==> src/hdl/xb_pkg.sv <==
`default_nettype none
// =====================================================================
// Shared constants and types of the external memory expansion bus.
// =====================================================================
package xb_pkg;

    // Port and FIFO geometry.
    localparam int XB_NPORT = 4;
    localparam int XB_PW = 8;
    localparam int XB_FIFO_DEPTH = 16;

    // Decoded address windows.
    localparam logic [15:0] UPPER_LO = 16'h8000;
    localparam logic [15:0] UPPER_HI = 16'hFFFF;
    localparam logic [15:0] EIGHTH_LO = 16'h2000;
    localparam logic [15:0] EIGHTH_HI = 16'h3FFF;
    localparam logic [15:0] PFRAME_LO = 16'h10C0;
    localparam logic [15:0] PFRAME_HI = 16'h10FF;
    localparam logic [15:0] PORTREG_LO = 16'h1020;
    localparam logic [15:0] PORTREG_HI = 16'h102F;

    // Register index inside one port's group of four, address bits [1:0].
    localparam logic [1:0] REG_SEL1 = 2'h0;
    localparam logic [1:0] REG_SEL2 = 2'h1;
    localparam logic [1:0] REG_DATA = 2'h2;
    localparam logic [1:0] REG_DIR = 2'h3;

    // Phases of the quarter-rate clock; the output clock is high in the last two.
    localparam logic [1:0] PH_ADDR = 2'h0;
    localparam logic [1:0] PH_STROBE = 2'h1;
    localparam logic [1:0] PH_RISE = 2'h2;
    localparam logic [1:0] PH_END = 2'h3;

    // Function select values loaded after reset in each startup mode.
    localparam logic [7:0] SEL_RESET_MC = 8'h00;
    localparam logic [7:0] SEL_RESET_MP = 8'hFF;

    // Port roles.
    localparam int PORT_DATA = 0;
    localparam int PORT_LADDR = 1;
    localparam int PORT_HADDR = 2;
    localparam int PORT_CTRL = 3;

    // Control port bit positions, first alternate function.
    localparam int PD_EIGHTH_REGION_SELECT_2 = 0;
    localparam int PD_UPPER_HALF_SELECT_3 = 1;
    localparam int PD_UPPER_HALF_SELECT_2 = 2;
    localparam int PD_CLK = 3;
    localparam int PD_RW = 4;
    localparam int PD_PERIPH_FRAME_SELECT = 5;
    localparam int PD_UPPER_HALF_SELECT_1 = 6;
    localparam int PD_EIGHTH_REGION_SELECT_1 = 7;
    // Control port bit positions, second alternate function.
    localparam int PD_OCF = 0;
    localparam int PD_EDS = 6;
    localparam int PD_WAIT = 7;

    // One bus request from the core.
    typedef struct packed {
        logic [15:0] addr;
        logic [7:0] wdata;
        logic write;
        logic fetch;
    } xb_req_t;

    // The four control registers of one port.
    typedef struct packed {
        logic [7:0] sel1;
        logic [7:0] sel2;
        logic [7:0] data;
        logic [7:0] dir;
    } xb_port_t;

    // Bus engine states.
    typedef enum logic [1:0] {
        XB_IDLE,
        XB_ACT
    } xb_state_t;

endpackage
`default_nettype wire

==> src/hdl/xb_expansion_bus.sv <==
`timescale 1ns/1ns
`default_nettype none
// =====================================================================
// External memory expansion bus with port pin control.
// =====================================================================
// Summary of operation
// - Strobe low per external access, data around it.
// - Upper-half selects active only for 8000h-FFFFh.
// - Eighth selects active only for 2000h-3FFFh.
// - Peripheral select active only for 10C0h-10FFh.
// - Select pin as high output keeps bank off.
// - Clock output runs at quarter rate.
// - Direction line high on reads, low on writes.
// - Low wait at clock rise adds clock cycles.
// - Fetch marker low through opcode first-byte reads.
// - Address pins output only, data pins two-way.
// - Single-chip mode start makes all pins inputs.
// - Each pin selects output, input, function A, B.
// - Processor mode start puts ports on function B.
// - Processor mode sends port frame accesses outside.
// - Port frame writes still update internal registers.
// - Every bus signal individually reconfigurable as I/O.
// - Register bit n governs only pin n.
// - I/O pins use direction and data bits.
module xb_expansion_bus
    import xb_pkg::*;
(
    input wire logic mclk,                         // Oscillator clock, 250 MHz.
    input wire logic arst_n,                       // Asynchronous reset, low.
    input wire logic mode_strap,                   // High selects processor mode.
    input wire logic req_valid,                    // Core offers an access.
    output logic req_ready,                        // Request FIFO has room.
    input wire xb_req_t req,                       // Access address, data, kind.
    output logic rsp_valid,                        // Read data valid, one cycle.
    output logic [7:0] rsp_data,                   // Read data.
    output logic mode_mp,                          // Processor mode latched.
    input wire logic [XB_NPORT-1:0][7:0] pin_in,   // Pin levels.
    output logic [XB_NPORT-1:0][7:0] pin_out,      // Pin drive values.
    output logic [XB_NPORT-1:0][7:0] pin_oe        // Pin drive enables.
);

    // All state of the block.
    typedef struct packed {
        xb_port_t [XB_NPORT-1:0] port;
        logic [1:0] phase;
        xb_state_t st;
        xb_req_t cur;
        logic started;
        logic mp;
        logic stall;
        logic clk_out;
        logic strobe_n;
        logic rw;
        logic ocf_n;
        logic drive;
        logic rsp_valid;
        logic [7:0] rdata;
        logic [XB_NPORT-1:0][7:0] pin_out;
        logic [XB_NPORT-1:0][7:0] pin_oe;
    } xb_top_st_t;

    xb_top_st_t s;          // Current state.
    xb_top_st_t next_s;     // Next state.
    logic head_valid;       // FIFO holds a request.
    logic pop;              // Request taken from the FIFO.
    xb_req_t head;          // Oldest request.
    logic head_frame;       // Oldest request hits the port register frame.
    logic wait_lvl;         // Wait level, high when the pin is not in use.
    logic [1:0] fidx;       // Port addressed in the frame.

    // =================================================================
    // Request buffer
    // =================================================================
    // Stalls the core through req_ready while the FIFO is full.
    xb_fifo #(.WIDTH($bits(xb_req_t)), .DEPTH(XB_FIFO_DEPTH)) i_xb_fifo (
        .mclk(mclk),
        .arst_n(arst_n),
        .in_valid(req_valid),
        .in_ready(req_ready),
        .in_data(req),
        .out_valid(head_valid),
        .out_ready(pop),
        .out_data(head)
    );

    assign head_frame = (head.addr >= PORTREG_LO) && (head.addr <= PORTREG_HI);
    assign fidx = head.addr[3:2];
    // Wait is only heard while its pin carries the second function.
    assign wait_lvl = (s.port[PORT_CTRL].sel1[PD_WAIT] && s.port[PORT_CTRL].sel2[PD_WAIT])
        ? pin_in[PORT_CTRL][PD_WAIT] : 1'b1;

    // =================================================================
    // Bus engine and pin mapping
    // =================================================================
    // Runs each access over one quarter-rate clock period plus waits, starting at most every second period, then maps pins.
    always_comb
    begin
        logic fa;
        logic fb;
        logic gp;
        logic cs_up;
        logic cs_e;
        logic cs_pf;
        logic [7:0] rv;
        fa = 1'b0;
        fb = 1'b0;
        gp = 1'b0;
        cs_up = 1'b1;
        cs_e = 1'b1;
        cs_pf = 1'b1;
        rv = 8'h00;
        next_s = s;
        pop = 1'b0;
        next_s.rsp_valid = 1'b0;
        next_s.started = 1'b1;
        next_s.phase = s.phase + 2'h1;
        next_s.clk_out = next_s.phase[1];
        // Startup mode is taken once, right after reset release.
        if (!s.started)
        begin
            next_s.mp = mode_strap;
            for (int p = 0; p < XB_NPORT; p++)
            begin
                next_s.port[p].sel1 = mode_strap ? SEL_RESET_MP : SEL_RESET_MC;
                next_s.port[p].sel2 = mode_strap ? SEL_RESET_MP : SEL_RESET_MC;
                next_s.port[p].dir = 8'h00;
            end
        end
        case (s.st)
            XB_IDLE:
            begin
                if (s.started && head_valid && head_frame && !s.mp)
                begin
                    // Single-chip mode: port registers answer internally.
                    pop = 1'b1;
                    case (head.addr[1:0])
                        REG_SEL1: rv = s.port[fidx].sel1;
                        REG_SEL2: rv = s.port[fidx].sel2;
                        REG_DATA: rv = (s.port[fidx].data & s.port[fidx].dir)
                            | (pin_in[fidx] & ~s.port[fidx].dir);
                        default: rv = s.port[fidx].dir;
                    endcase
                    next_s.rsp_valid = !head.write;
                    // Read data holds until the next read; writes leave it alone.
                    next_s.rdata = head.write ? s.rdata : rv;
                end
                else if (s.started && head_valid && s.phase == PH_END)
                begin
                    // External access starts with the address phase.
                    pop = 1'b1;
                    next_s.cur = head;
                    next_s.st = XB_ACT;
                    next_s.rw = !head.write;
                    next_s.ocf_n = !(head.fetch && !head.write);
                    next_s.drive = head.write;
                    next_s.stall = 1'b0;
                end
                // Frame writes land in the port registers in either mode.
                if (pop && head_frame && head.write)
                begin
                    case (head.addr[1:0])
                        REG_SEL1: next_s.port[fidx].sel1 = head.wdata;
                        REG_SEL2: next_s.port[fidx].sel2 = head.wdata;
                        REG_DATA: next_s.port[fidx].data = head.wdata;
                        default: next_s.port[fidx].dir = head.wdata;
                    endcase
                end
            end
            XB_ACT:
            begin
                if (s.phase == PH_ADDR)
                begin
                    next_s.strobe_n = 1'b0;
                end
                else if (s.phase == PH_STROBE)
                begin
                    // Wait is sampled on the clock output's rising edge.
                    next_s.stall = !wait_lvl;
                end
                else if (s.phase == PH_END && !s.stall)
                begin
                    // Strobe rises; read data is captured on the same edge.
                    next_s.strobe_n = 1'b1;
                    next_s.rw = 1'b1;
                    next_s.ocf_n = 1'b1;
                    next_s.drive = 1'b0;
                    next_s.rsp_valid = !s.cur.write;
                    next_s.rdata = s.cur.write ? s.rdata : pin_in[PORT_DATA];
                    next_s.st = XB_IDLE;
                end
            end
            default:
            begin
                next_s.st = XB_IDLE;
            end
        endcase
        // Chip selects follow the strobe, gated by their address window.
        cs_up = next_s.strobe_n || (next_s.cur.addr < UPPER_LO)
            || (next_s.cur.addr > UPPER_HI);
        cs_e = next_s.strobe_n || (next_s.cur.addr < EIGHTH_LO)
            || (next_s.cur.addr > EIGHTH_HI);
        cs_pf = next_s.strobe_n || (next_s.cur.addr < PFRAME_LO)
            || (next_s.cur.addr > PFRAME_HI);
        // Each pin is steered by its own bit of the four registers.
        for (int p = 0; p < XB_NPORT; p++)
        begin
            for (int b = 0; b < 8; b++)
            begin
                fa = !next_s.port[p].sel1[b] && next_s.port[p].sel2[b];
                fb = next_s.port[p].sel1[b] && next_s.port[p].sel2[b];
                gp = !next_s.port[p].sel2[b];
                next_s.pin_out[p][b] = next_s.port[p].data[b];
                next_s.pin_oe[p][b] = gp && next_s.port[p].dir[b];
                if (!gp && p == PORT_DATA)
                begin
                    next_s.pin_out[p][b] = next_s.cur.wdata[b];
                    next_s.pin_oe[p][b] = next_s.drive && (fa || fb);
                end
                else if (!gp && p != PORT_CTRL)
                begin
                    next_s.pin_out[p][b] = next_s.cur.addr[(p - PORT_LADDR) * 8 + b];
                    next_s.pin_oe[p][b] = fa || fb;
                end
                else if (fa && p == PORT_CTRL)
                begin
                    // First function: a select pin left as high output disables its bank.
                    next_s.pin_oe[p][b] = 1'b1;
                    case (b)
                        PD_EIGHTH_REGION_SELECT_2, PD_EIGHTH_REGION_SELECT_1: next_s.pin_out[p][b] = cs_e;
                        PD_UPPER_HALF_SELECT_3, PD_UPPER_HALF_SELECT_2, PD_UPPER_HALF_SELECT_1: next_s.pin_out[p][b] = cs_up;
                        PD_CLK: next_s.pin_out[p][b] = next_s.clk_out;
                        PD_RW: next_s.pin_out[p][b] = next_s.rw;
                        default: next_s.pin_out[p][b] = cs_pf;
                    endcase
                end
                else if (fb && p == PORT_CTRL)
                begin
                    // Second function: reserved bits and the wait input stay undriven.
                    next_s.pin_oe[p][b] = (b == PD_OCF) || (b == PD_CLK)
                        || (b == PD_RW) || (b == PD_EDS);
                    case (b)
                        PD_OCF: next_s.pin_out[p][b] = next_s.ocf_n;
                        PD_CLK: next_s.pin_out[p][b] = next_s.clk_out;
                        PD_RW: next_s.pin_out[p][b] = next_s.rw;
                        PD_EDS: next_s.pin_out[p][b] = next_s.strobe_n;
                        default: next_s.pin_out[p][b] = 1'b1;
                    endcase
                end
                else if (!gp)
                begin
                    next_s.pin_oe[p][b] = 1'b0;
                end
            end
        end
    end

    // Registers the state; all pins come up as undriven inputs.
    always_ff @(posedge mclk or negedge arst_n)
    begin
        if (!arst_n)
        begin
            s <= '0;
            s.strobe_n <= 1'b1;
            s.rw <= 1'b1;
            s.ocf_n <= 1'b1;
            s.pin_out <= '1;
        end
        else
        begin
            s <= next_s;
        end
    end

    assign rsp_valid = s.rsp_valid;
    assign rsp_data = s.rdata;
    assign mode_mp = s.mp;
    assign pin_out = s.pin_out;
    assign pin_oe = s.pin_oe;

    // =================================================================
    // Checks
    // =================================================================
    property p_strobe_len;
        @(posedge mclk) disable iff (!arst_n)
        $fell(s.strobe_n) |-> (!s.strobe_n)[*3];
    endproperty
    a_strobe_len: assert property (p_strobe_len) else $error("strobe too short");

    property p_cs_upper;
        @(posedge mclk) disable iff (!arst_n)
        (!s.port[PORT_CTRL].sel1[PD_UPPER_HALF_SELECT_1] && s.port[PORT_CTRL].sel2[PD_UPPER_HALF_SELECT_1])
            |-> (s.pin_out[PORT_CTRL][PD_UPPER_HALF_SELECT_1] == (s.strobe_n || s.cur.addr < UPPER_LO));
    endproperty
    a_cs_upper: assert property (p_cs_upper) else $error("upper select wrong");

    property p_cs_eighth;
        @(posedge mclk) disable iff (!arst_n)
        (!s.port[PORT_CTRL].sel1[PD_EIGHTH_REGION_SELECT_1] && s.port[PORT_CTRL].sel2[PD_EIGHTH_REGION_SELECT_1])
            |-> (s.pin_out[PORT_CTRL][PD_EIGHTH_REGION_SELECT_1]
                == (s.strobe_n || s.cur.addr < EIGHTH_LO || s.cur.addr > EIGHTH_HI));
    endproperty
    a_cs_eighth: assert property (p_cs_eighth) else $error("eighth select wrong");

    property p_cs_pf;
        @(posedge mclk) disable iff (!arst_n)
        (!s.strobe_n && s.cur.addr == PFRAME_LO && !s.port[PORT_CTRL].sel1[PD_PERIPH_FRAME_SELECT]
            && s.port[PORT_CTRL].sel2[PD_PERIPH_FRAME_SELECT]) |-> !s.pin_out[PORT_CTRL][PD_PERIPH_FRAME_SELECT];
    endproperty
    a_cs_pf: assert property (p_cs_pf) else $error("frame select missing");

    property p_clk_period;
        @(posedge mclk) disable iff (!arst_n)
        $rose(s.clk_out) |-> s.clk_out ##1 s.clk_out ##1 !s.clk_out [*2] ##1 s.clk_out;
    endproperty
    a_clk_period: assert property (p_clk_period) else $error("clock not quarter rate");

    property p_rw_write;
        @(posedge mclk) disable iff (!arst_n)
        (s.st == XB_ACT && s.cur.write) |-> !s.rw;
    endproperty
    a_rw_write: assert property (p_rw_write) else $error("direction high on write");

    property p_wait_hold;
        @(posedge mclk) disable iff (!arst_n)
        (s.st == XB_ACT && s.phase == PH_STROBE && !wait_lvl) |-> ##3 !s.strobe_n;
    endproperty
    a_wait_hold: assert property (p_wait_hold) else $error("wait ignored");

    property p_ocf_fetch;
        @(posedge mclk) disable iff (!arst_n)
        $fell(s.ocf_n) |-> (s.cur.fetch && !s.cur.write && s.rw);
    endproperty
    a_ocf_fetch: assert property (p_ocf_fetch) else $error("marker on non-fetch");

    property p_start_mode;
        @(posedge mclk) disable iff (!arst_n)
        $rose(s.started) |-> (s.port[PORT_DATA].sel2 == (s.mp ? SEL_RESET_MP : SEL_RESET_MC));
    endproperty
    a_start_mode: assert property (p_start_mode) else $error("startup ports wrong");

    property p_frame_ext;
        @(posedge mclk) disable iff (!arst_n)
        (pop && head_frame && s.mp) |=> (s.st == XB_ACT);
    endproperty
    a_frame_ext: assert property (p_frame_ext) else $error("frame not external");

    property p_idle_high;
        @(posedge mclk) disable iff (!arst_n)
        (s.st == XB_IDLE) |-> (s.strobe_n && s.ocf_n);
    endproperty
    a_idle_high: assert property (p_idle_high) else $error("strobe low when idle");

endmodule
`default_nettype wire

==> src/hdl/xb_fifo.sv <==
`timescale 1ns/1ns
`default_nettype none
// =====================================================================
// Request FIFO. DEPTH must be a power of two.
// =====================================================================
module xb_fifo
    import xb_pkg::*;
#(
    parameter int WIDTH = 26,
    parameter int DEPTH = XB_FIFO_DEPTH
)
(
    input wire logic mclk,                    // Clock.
    input wire logic arst_n,                  // Asynchronous reset, low.
    input wire logic in_valid,                // Word offered.
    output logic in_ready,                    // Room for a word.
    input wire logic [WIDTH-1:0] in_data,     // Word in.
    output logic out_valid,                   // Word waiting.
    input wire logic out_ready,               // Drain takes the word.
    output logic [WIDTH-1:0] out_data         // Oldest word.
);

    localparam int AW = $clog2(DEPTH);

    // All state of the FIFO.
    typedef struct packed {
        logic [DEPTH-1:0][WIDTH-1:0] mem;
        logic [AW-1:0] wr;
        logic [AW-1:0] rd;
        logic [AW:0] count;
        logic full;
        logic empty;
    } xb_fifo_st_t;

    xb_fifo_st_t s;       // Current state.
    xb_fifo_st_t next_s;  // Next state.
    logic push;           // Word written this cycle.
    logic pop;            // Word read this cycle.

    // =================================================================
    // Next state
    // =================================================================
    // Pointers advance on push and pop; full and empty are kept as flags.
    always_comb
    begin
        next_s = s;
        push = in_valid && !s.full;
        pop = out_ready && !s.empty;
        if (push)
        begin
            next_s.mem[s.wr] = in_data;
            next_s.wr = s.wr + 1'b1;
        end
        if (pop)
        begin
            next_s.rd = s.rd + 1'b1;
        end
        if (push && !pop)
        begin
            next_s.count = s.count + 1'b1;
        end
        else if (pop && !push)
        begin
            next_s.count = s.count - 1'b1;
        end
        next_s.full = (next_s.count == (AW+1)'(DEPTH));
        next_s.empty = (next_s.count == '0);
    end

    // Registers the state; the FIFO starts empty.
    always_ff @(posedge mclk or negedge arst_n)
    begin
        if (!arst_n)
        begin
            s <= '{mem: '0, wr: '0, rd: '0, count: '0, full: 1'b0, empty: 1'b1};
        end
        else
        begin
            s <= next_s;
        end
    end

    assign in_ready = !s.full;
    assign out_valid = !s.empty;
    assign out_data = s.mem[s.rd];

endmodule
`default_nettype wire

==> config.mk <==
export PLATFORM = sky130hd
export DESIGN_NAME = xb_expansion_bus
export DESIGN_NICKNAME = d
export VERILOG_FILES = /design/src/hdl/xb_pkg.sv /design/src/hdl/xb_expansion_bus.sv /design/src/hdl/xb_fifo.sv
export SDC_FILE = /design/constraint.sdc
export NUM_CORES = 1
export LEC_CHECK = 0
export ABC_CLOCK_PERIOD_IN_PS = 3450
export BUFFER_PORTS_ARGS = -buffer_cell sky130_fd_sc_hd__buf_2
export CAP_MARGIN = 5
export CELL_PAD_IN_SITES_DETAIL_PLACEMENT = 0
export CELL_PAD_IN_SITES_GLOBAL_PLACEMENT = 2
export CORE_MARGIN = 1
export CORE_UTILIZATION = 40
export CTS_CLUSTER_DIAMETER = 200
export DETAILED_ROUTE_END_ITERATION = 7
export GPL_ROUTABILITY_DRIVEN = 0
export PLACE_DENSITY = 0.75
export SETUP_SLACK_MARGIN = 0.4
export SYNTH_ARGS = -nofsm -noshare
export SYNTH_HDL_FRONTEND = slang
export SYNTH_HIERARCHICAL = 1
export SYNTH_SLANG_ARGS = --single-unit
==> constraint.sdc <==
create_clock -name mclk -period 3.45 [get_ports mclk]
set_input_delay 1.035 -clock mclk [delete_from_list [all_inputs] [get_ports mclk]]
set_output_delay 1.035 -clock mclk [all_outputs]
set_load 0.03 [all_outputs]
==> reports/results.tsv, run 1 <==
stage	metric	value	unit
status	status	finished, violations left	
status	violations	setup timing	
worst_setup_path	rrSetupSlack	-280	ps
floorplan	core	76500	sq um
worst_setup_path	cp_top_family	multiplexers	
timing	slew_headroom	49.8	%
power_and_ir_drop	p_per_area	962	nW/um^2
clock_tree	clk_path_buf_depth	3	
routing	finalWirelength	91.2	mm
worst_setup_path	timing.rr.start	i_xb_fifo/s[7]	
routing	avgViaCountPerCell	5.43	
synthesis	ys_seq_elements	667	
routing	first_pass_iters	4	
routing	drc	0	
worst_setup_path	cp_slowest_cell	dfrtp_4	
synthesis	syn_area_per_cell	13.7	sq um
worst_setup_path	crit_end	pin_out[12]	
clock_tree	clk_pin_slew	60	ps
worst_setup_path	critPathMaxStageDelay	530	ps
power_and_ir_drop	cellLeakagePower	17.5	nW
final_layout	fin_area	38800	sq um
clock_tree	cts_sinks	667	
final_layout	final-instance-count-excl-fill	3597	
timing	hold_slack	269	ps
clock_tree	cts_buffers	76	
placement	post-dp-hpwl	56.8	mm
global_routing	track_usage	23.7	%
clock_tree	cts_tree	yes	
worst_setup_path	r2r_end	pin_out[12]	
power_and_ir_drop	vdd_drop_max	523	uV
routing	vias	19500	
final_layout	final_core_util	50.7	%
placement	place_area	34200	sq um
global_routing	grt_pass1_wl	138	mm
global_routing	gr-total-overflow	0	
placement	dp_slack	-398	ps
worst_setup_path	path_buf_inv	5	
floorplan	io_pins	137	
worst_setup_path	crit_fanout	7	
floorplan	fp.dieW	281	microns
synthesis	ys_seq_area_share	53.8	%
worst_setup_path	cp.depth	13	
routing	routedWlPerCell	25.3	microns
timing	setup_viol	131	
worst_setup_path	path_cells	buf_12, buf_16, mux4_2, a22oi_2, nand2_2, nor4b_4, buf_4, nand4_4, buf_6, nor4_4, buf_4, mux2_4, mux2_4	
floorplan	fp-row-count	101	
flow_run	maxCapViolations	0	
timing	slew_violations	0	
timing	fmax	268	MHz
timing	fin_crit	3730	ps
placement	portBuffers	136	
synthesis	synth_top_cell_area_share	50.8	%
worst_setup_path	critPathLaunch	i_xb_fifo/s[7]	
clock_tree	root_buffer	clkbuf_16	
clock_tree	htree_levels	3	
synthesis	synth_top_cell_by_area	dfrtp_1	
synthesis	synth-edff-count	0	
worst_setup_path	cp.required	3990	ps
floorplan	dieArea	78900	sq um
final_layout	areaGrowthSynthToFinish	24.6	%
routing	drtIter0Drc	1133	
timing	period_share	108	%
timing	rsz0062_at_grt	true	
synthesis	syn_inst	2262	
synthesis	synth_area	31100	sq um
worst_hold_path	hp-class	in2async	
global_routing	grt_start_max_net_pins	126	
synthesis	yosysUniqueCellTypes	70	
worst_setup_path	cp.arrival	4270	ps
worst_setup_path	crit_path_start_kind	register	
timing	fin_tns_setup	-14660	ps
synthesis	synthTopCellsByArea	dfrtp_1, mux2_2, mux4_2	
power_and_ir_drop	power	37.3	mW
placement	dp.cells	3392	
routing	ant_nets	0	
clock_tree	insertion_delay	640	ps
synthesis	synth_nets	2334	
timing	hold_viol	0	
final_layout	final_layout_size_suffix_gt1_share	49.0	%
synthesis	async_reset_ff_share	100	%
timing	worst_slew_pin_slew	753	ps
worst_setup_path	endpoint_kind	register	
timing	finalWorstSetupSlack	-281	ps
synthesis	synth_ff_type	dfrtp_1	
timing	fin_skew	32.7	ps
worst_setup_path	crit_type	reg2reg	
global_routing	antenna_found_initial	5	
final_layout	num-nets-final	2576	
floorplan	start_util	40.7	%
synthesis	synth_warnings	6	
clock_tree	postCtsHoldBufs	0	
floorplan	chipHeight	281	microns
worst_setup_path	ff2ff_path_depth	13	
global_routing	grt_pass1_vias	21100	
layout make-up:
type / instances / area, sq um
Inverter: 78 / 300
Sequential cell: 667 / 16700
Fill cell: 6484 / 37700
Clock inverter: 20 / 230
Clock buffer: 118 / 2290
Tap cell: 1030 / 1290
Timing Repair Buffer: 400 / 3980
Multi-Input combinational cell: 1281 / 13900
Antenna cell: 3 / 7.51
where the power goes:
| group | total, mW | internal, mW | switching (mW) | leakage [nW] |
|---|---|---|---|---|
| registers | 12.2 | 10.7 | 1.51 | 8.29 |
| clock network | 8.07 | 4.74 | 3.33 | 1.24 |
| logic | 17.0 | 8.49 | 8.51 | 7.92 |
kinds of logic after synthesis:
family / synth area share (%)
AOI/OAI and AO/OA: 4.87
xor gates and xnor gates: 0.253
adders and majority gates: 0.402
buffers and inverters: 5.21
DFF: 53.8
muxes: 29.8
other: 0.0121
and+or+nand+nor: 5.67
synthesized netlist by cell type, types with 26 or more instances:
master,number
a21oi_1,116
a22oi_1,53
buf_2,41
buf_4,86
clkbuf_1,90
dfrtp_1,631
dfstp_2,36
inv_1,76
mux2_1,176
mux2_2,323
mux2i_1,26
mux4_2,144
nand2_1,137
nor2_1,77
o21ai_0,38
sequential cells by signal (all words and copies together), names as in the netlist:
register     cells
mode_mp          1
pin_oe          32
rsp_data         8
pin_out         32
rsp_valid        1
i_xb_fifo/s    431
s              162
worst min path at each step:
stage	slack, ps	startpoint	to	cells after the start
after global routing	260	arst_n	pin_oe[4]	1
after detailed placement	470	i_xb_fifo/s[177]	i_xb_fifo/s[177]	1
final	270	arst_n	pin_oe[4]	1
after global placement	460	i_xb_fifo/s[207]	i_xb_fifo/s[207]	1
after CTS	260	arst_n	pin_oe[4]	1
after floorplan	450	s[109]	s[109]	1
metal layers:
| layer | routed length (microns) | GRT usage, % | up-vias | share of wire (%) |
|---|---|---|---|---|
| met5 | 60 | 0 | - | 0.066 |
| li1 | - | - | 8562 | - |
| met2 | 44700 | 39.2 | 479 | 49 |
| met1 | 39400 | 31.7 | 10300 | 43 |
| met4 | 2810 | 7.71 | 8 | 3.1 |
| met3 | 4180 | 4.22 | 175 | 4.6 |
placed cells by master, fill, tap and decap left out, types with 14 or more instances in the layout:
cell,netlist,final
o21ai_0,38,18
dfrtp_1,631,628
clkbuf_8,0,21
mux2_4,9,50
mux2i_1,26,15
buf_2,41,135
clkbuf_16,0,78
clkbuf_1,90,20
inv_2,2,25
buf_12,0,57
o21ai_4,0,24
nor2_1,77,66
a22oi_2,0,14
nor2_4,11,21
buf_4,86,123
inv_1,76,50
a22oi_1,53,39
mux2_2,323,283
mux4_2,144,144
a21oi_2,0,24
nand2_1,137,103
a21oi_1,116,87
nand2_2,2,25
dfstp_2,36,36
buf_6,9,63
mux2_1,176,175
timing repair:
item                                    4_1_cts  5_1_grt
endpoints found under the setup margin      241      242
pin swaps                                    48        7
setup buffers                                42       10
cloned                                       11        1
resized for setup                           244       58
Power figures use the tool's default switching activity.
==> run 2, diff against run 1 <==
SYNTH_HIERARCHICAL = not set   (was 1)
==> run 2 against run 1 <==
  * The flow still finishes with violations (setup timing)
  * Power increased by 12%
  * Sequential share of layout area shrank 1.2 points
  * Register-to-register slack better by 30 ps
  * Via count up 6.5%
  * Routed wire length grew 5.2%
  * Fmax increased by 0.91%
  * Sequential cell count unchanged
  * Utilization is 1.7 points higher
  * Clock skew increased by 3.8 ps
  * Combinational power increased by 25%
  * Critical path type unchanged
==> reports/results.tsv, run 2 <==
stage	metric	value	unit
floorplan	chipHeight	280	microns
floorplan	fp.dieW	280	microns
final_layout	final_layout_size_suffix_gt1_share	56.1	%
flow_run	maxCapViolations	0	
status	violations	setup timing	
floorplan	dieArea	78500	sq um
clock_tree	cts_buffers	76	
clock_tree	root_buffer	clkbuf_16	
timing	period_share	107	%
worst_setup_path	crit_type	reg2reg	
worst_setup_path	cp.required	4020	ps
worst_setup_path	r2r_end	pin_out[16]	
synthesis	synth_mux_area_share	29.5	%
worst_setup_path	cpMostUsedCell	buf_12	
placement	portBuffers	136	
final_layout	largestRegisters	i_xb_fifo.s (431), s (162)	
synthesis	synth_compound_area_share	6.10	%
clock_tree	htree_levels	3	
synthesis	yosys.area_share.simple	4.45	%
timing	worst_slew_pin_slew	1170	ps
synthesis	synth_area	31000	sq um
global_routing	grt_pass1_wl	143	mm
synthesis	synth_ff_type	dfrtp_1	
synthesis	ys_seq_elements	667	
worst_setup_path	rrSetupSlack	-250	ps
synthesis	synth_commonest_cells	dfrtp_1, mux2_2, clkbuf_1, mux4_2, mux2i_1	
worst_setup_path	critPathMaxStageDelay	750	ps
synthesis	synthTopCellsByArea	dfrtp_1, mux2_2, mux4_2	
synthesis	synth_top_family_by_area	multiplexers	
worst_setup_path	path_cells	buf_6, buf_6, buf_12, mux4_2, mux4_4, buf_12, buf_16, nor2b_4, and2_4, buf_12, mux2_4, mux2i_2, buf_4	
clock_tree	cts_sinks	667	
routing	ant_nets	0	
timing	fin_tns_setup	-11050	ps
synthesis	synth-xor-area-share	0.283	%
power_and_ir_drop	cellLeakagePower	17.8	nW
global_routing	grt_start_max_net_pins	89	
final_layout	final-instance-count-excl-fill	3716	
worst_setup_path	timing.rr.start	i_xb_fifo.s[7]	
routing	vias	20800	
synthesis	synth_warnings	0	
routing	finalWirelength	95.9	mm
worst_setup_path	cp_slowest_cell	mux4_4	
timing	rsz0062_at_grt	true	
final_layout	fill_cells	6342	
timing	finalWorstSetupSlack	-247	ps
clock_tree	postCtsHoldBufs	0	
floorplan	core	76200	sq um
clock_tree	insertion_delay	640	ps
synthesis	ys_seq_area_share	54.1	%
timing	fin_crit	3700	ps
synthesis	synthAdderAreaFrac	0.404	%
timing	hold_slack	389	ps
global_routing	grt_pass1_vias	21800	
power_and_ir_drop	power	41.8	mW
clock_tree	clk_pin_slew	60	ps
timing	setup_viol	121	
floorplan	start_util	40.6	%
routing	drc	0	
power_and_ir_drop	vdd_drop_max	655	uV
clock_tree	clk_path_buf_depth	3	
synthesis	synth-edff-count	0	
worst_setup_path	crit_fanout	8	
floorplan	io_pins	137	
routing	avgViaCountPerCell	5.60	
synthesis	async_reset_ff_share	100	%
timing	slew_headroom	21.9	%
routing	routedWlPerCell	25.8	microns
routing	first_pass_iters	5	
clock_tree	cts_tree	yes	
timing	slew_violations	0	
final_layout	largest-register	i_xb_fifo.s	
synthesis	yosys.cell_count.top_type	dfrtp_1	
final_layout	final_core_util	52.4	%
routing	drtIter0Drc	1514	
worst_setup_path	critPathLaunch	i_xb_fifo.s[7]	
synthesis	synth_top_cell_area_share	51.0	%
placement	post-dp-hpwl	62.8	mm
worst_setup_path	crit_end	pin_out[16]	
worst_setup_path	ff2ff_path_depth	13	
status	status	finished, violations left	
final_layout	areaGrowthSynthToFinish	28.9	%
synthesis	synth_top_cell_by_area	dfrtp_1	
synthesis	syn_area_per_cell	13.5	sq um
final_layout	final_cell_mix	dfrtp_1, mux2_2, buf_4, buf_2, mux4_2	
worst_hold_path	hp-class	in2async	
worst_setup_path	endpoint_kind	register	
floorplan	fp-row-count	101	
final_layout	final_common_cell	dfrtp_1	
global_routing	track_usage	24.7	%
final_layout	largest_reg_flops	431	
synthesis	syn_inst	2288	
global_routing	antenna_found_initial	9	
final_layout	num-nets-final	2693	
timing	hold_viol	0	
worst_setup_path	cp.arrival	4260	ps
worst_setup_path	crit_path_start_kind	register	
global_routing	gr-total-overflow	0	
power_and_ir_drop	p_per_area	1050	nW/um^2
timing	fin_skew	36.5	ps
placement	dp.cells	3469	
timing	fmax	270	MHz
synthesis	synth_nets	2360	
synthesis	yosysUniqueCellTypes	55	
## run 2: changes by cell type after synthesis, sizes merged, moves of 44 or more
cell | before | now
clkbuf | 90 | 134
mux2i | 26 | 112
nand2 | 141 | 83
nand3 | 9 | 59
nor2 | 90 | 33
## run 2: layout make-up
class | count | area (sq um) | area share (%)
multi-input combinational | 1287 | 14200 | 35.6
clock inverter | 31 | 300 | 0.753
clock buffer | 110 | 2230 | 5.59
tap | 1030 | 1290 | 3.23
antenna | 2 | 5.00 | 0.0125
timing repair buffer | 497 | 4760 | 11.9
sequential | 667 | 16700 | 42.0
inverter | 92 | 350 | 0.878
## run 2: timing repair
action,CTS,global route
setup endpoints to repair,242,242
resized for setup,209,238
endpoints found under the hold margin,0,0
setup buffers,63,27
gates cloned,8,6
pin swaps,44,39
## run 2: cells by family (layout without fill, tap and decap cells)
group,Yosys count,count (layout)
AOI/OAI and AO/OA,299,299
xor gates and xnor gates,10,10
adders and majority gates,10,10
buffers and inverters,334,730
DFF,667,667
muxes,703,703
other,1,3
and+or+nand+nor,264,264
## run 2: how the worst min path moves through the flow
stage | start | endpoint | cells past startpoint
5_1_grt | arst_n | i_xb_fifo.s[258] | 1
3_5_place_dp | s[91] | s[91] | 2
6_report | arst_n | i_xb_fifo.s[258] | 1
4_1_cts | arst_n | i_xb_fifo.s[258] | 1
3_3_place_gp | s[109] | s[109] | 1
2_1_floorplan | s[91] | s[91] | 2
## run 2: worst max-delay path: cells and delay by family (launching register included)
family | cells | cell delay (ps)
AND/OR/NAND/NOR | 2 | 300
multiplexers | 4 | 1840
buffers and inverters | 7 | 1000
flip-flops | 1 | 480
## run 2: through the flow
step	cell area (sq um)	setup WS (ps)
finish	39900	-247
detailed placement	34500	-529
CTS	38600	-141
floorplan	31100	92.4
global placement	34500	-563
global route	39900	-308
## run 2: report_power, final
| group | switching [mW] | internal, mW |
|---|---|---|
| clock network | 3.36 | 4.82 |
| logic | 10.8 | 10.6 |
| registers | 1.55 | 10.7 |
## run 2: layer usage
layer  routed length [microns]  up-vias  track usage (%)
met2                     45800      615             39.5
met5                        72        -                0
met4                      2640       10             7.89
li1                          -     8973                -
met1                     42300    11100             34.5
met3                      5120      153             3.71
==> run 3, diff against run 2 <==
MAX_ROUTING_LAYER = met4   (was not set)
==> run 3 against run 2 <==
  * The run still ends with setup timing left
  * Register-to-register slack better by 20 ps
  * Utilization down 0.57 points
  * Setup slack better by 16 ps
  * Sequential share of layout area up 0.46 points
  * Final cell count down 0.13%
  * Routed wire length down 0.20%
  * Global-route usage up 0.74 points
  * Clock skew down 5.5 ps
  * Worst hold slack worse by 14 ps
  * Critical path depth unchanged
  * Clock-buffer cell count unchanged
==> reports/results.tsv, run 3 (synthesis results as in run 2) <==
stage	metric	value	unit
status	status	finished, violations left	
status	violations	setup timing	
worst_setup_path	crit_fanout	8	
power_and_ir_drop	cellLeakagePower	17.7	nW
worst_setup_path	cp.arrival	4250	ps
worst_setup_path	endpoint_kind	register	
timing	setup_viol	116	
routing	vias	20700	
timing	fin_tns_setup	-11200	ps
routing	ant_nets	0	
worst_setup_path	path_buf_inv	7	
clock_tree	clk_path_buf_depth	3	
clock_tree	clk_pin_slew	60	ps
clock_tree	cts_buffers	76	
routing	routedWlPerCell	25.8	microns
placement	post-dp-hpwl	62.8	mm
floorplan	fp-row-count	101	
timing	fin_skew	31.0	ps
worst_setup_path	ff2ff_path_depth	13	
timing	worst_slew_pin_slew	1000	ps
timing	hold_viol	0	
global_routing	track_usage	25.4	%
global_routing	grt_start_max_net_pins	89	
clock_tree	htree_levels	3	
placement	portBuffers	136	
worst_setup_path	cp_top_family	multiplexers	
final_layout	final_core_util	51.8	%
routing	drtIter0Drc	1575	
worst_setup_path	path_cells	buf_6, buf_6, buf_12, mux4_2, mux4_4, buf_12, buf_16, nor2b_4, and2_4, buf_12, mux2_4, mux2i_2, buf_4	
timing	slew_violations	0	
timing	fmax	272	MHz
routing	finalWirelength	95.7	mm
floorplan	fp.dieW	280	microns
power_and_ir_drop	vdd_drop_max	707	uV
worst_setup_path	cp.required	4020	ps
global_routing	gr-total-overflow	0	
flow_run	maxCapViolations	0	
timing	slew_headroom	33.0	%
worst_setup_path	rrSetupSlack	-230	ps
clock_tree	root_buffer	clkbuf_16	
timing	period_share	107	%
final_layout	final_common_cell	dfrtp_1	
routing	first_pass_iters	7	
timing	fin_crit	3680	ps
power_and_ir_drop	power	41.5	mW
worst_setup_path	crit_type	reg2reg	
floorplan	chipHeight	280	microns
clock_tree	postCtsHoldBufs	0	
clock_tree	cts_tree	yes	
worst_setup_path	cp_slowest_cell	mux4_4	
routing	drc	0	
final_layout	largestRegisters	i_xb_fifo.s (431), s (162)	
floorplan	dieArea	78500	sq um
timing	rsz0062_at_grt	true	
worst_setup_path	critPathMaxStageDelay	750	ps
global_routing	grt_pass1_vias	21800	
global_routing	grt_pass1_wl	143	mm
placement	dp_slack	-529	ps
clock_tree	insertion_delay	640	ps
routing	avgViaCountPerCell	5.57	
final_layout	num-nets-final	2683	
worst_setup_path	crit_path_start_kind	register	
final_layout	largest_reg_flops	431	
floorplan	io_pins	137	
worst_hold_path	hp-class	in2async	
worst_setup_path	r2r_end	pin_out[16]	
power_and_ir_drop	p_per_area	1050	nW/um^2
global_routing	antenna_found_initial	10	
worst_setup_path	timing.rr.start	i_xb_fifo.s[7]	
worst_setup_path	cpMostUsedCell	buf_12	
timing	finalWorstSetupSlack	-231	ps
final_layout	final_cell_mix	dfrtp_1, mux2_2, buf_4, buf_2, mux4_2	
floorplan	core	76200	sq um
clock_tree	cts_sinks	667	
final_layout	areaGrowthSynthToFinish	27.5	%
floorplan	start_util	40.6	%
final_layout	largest-register	i_xb_fifo.s	
final_layout	final_layout_size_suffix_gt1_share	54.0	%
==> run 3: cell types whose count changed in the layout (fill, tap and decap cells not counted), moves of 10 or more <==
cell / change
nand3_2: -18
inv_2: -10
buf_6: -10
nand3_1: +18
inv_1: +10
o21ai_0: +10
==> run 3: worst max path at each step <==
stage                   start        endpoint  cells after the start
2_1_floorplan  i_xb_fifo.s[7]     pin_out[24]                     11
3_3_place_gp   i_xb_fifo.s[7]       pin_oe[6]                     16
5_1_grt        i_xb_fifo.s[7]     pin_out[24]                     13
4_1_cts        i_xb_fifo.s[7]      pin_out[6]                     16
3_5_place_dp   i_xb_fifo.s[7]  i_xb_fifo.s[1]                     12
6_report       i_xb_fifo.s[7]     pin_out[16]                     13
==> run 3: final cells by class <==
class                           count  area, sq um
Clock buffer                      110         2230
Inverter                           92          350
Fill cell                        6408        36700
Timing Repair Buffer              487         4600
Antenna cell                        7         17.5
Tap cell                         1030         1290
Sequential cell                   667        16700
Multi-Input combinational cell   1287        13900
Clock inverter                     31          300
==> run 3: through the flow <==
| stage | std cells | instance area, sq um | hold slack (ps) |
|---|---|---|---|
| 2_1_floorplan | 2288 | 31100 | 445 |
| 3_3_place_gp | 3469 | 34500 | 464 |
| 3_5_place_dp | 3469 | 34500 | 469 |
| 4_1_cts | 3681 | 38600 | 387 |
| 5_1_grt | 3710 | 39500 | 391 |
| 6_report | 3711 | 39500 | 375 |
==> run 3: per-layer routing <==
metal	track usage (%)	part of all wire [%]	vias up
met4	7.92	2.6	0
met1	34.5	44	11000
met5	-	0	-
met3	3.70	5.5	157
met2	39.5	48	584
li1	-	-	8943
==> run 3: power by group <==
group / switching, mW / internal [mW]
sequential: 1.53 / 10.7
combinational: 10.7 / 10.4
clock: 3.36 / 4.82
total: 15.5 / 26.0
==> run 3: what timing repair did <==
action,4_1_cts,5_1_grt
gates cloned,8,6
gates resized for setup,209,142
setup endpoints to repair,242,242
endpoints found under the hold margin,0,0
pin swaps,44,30
setup buffers,63,17
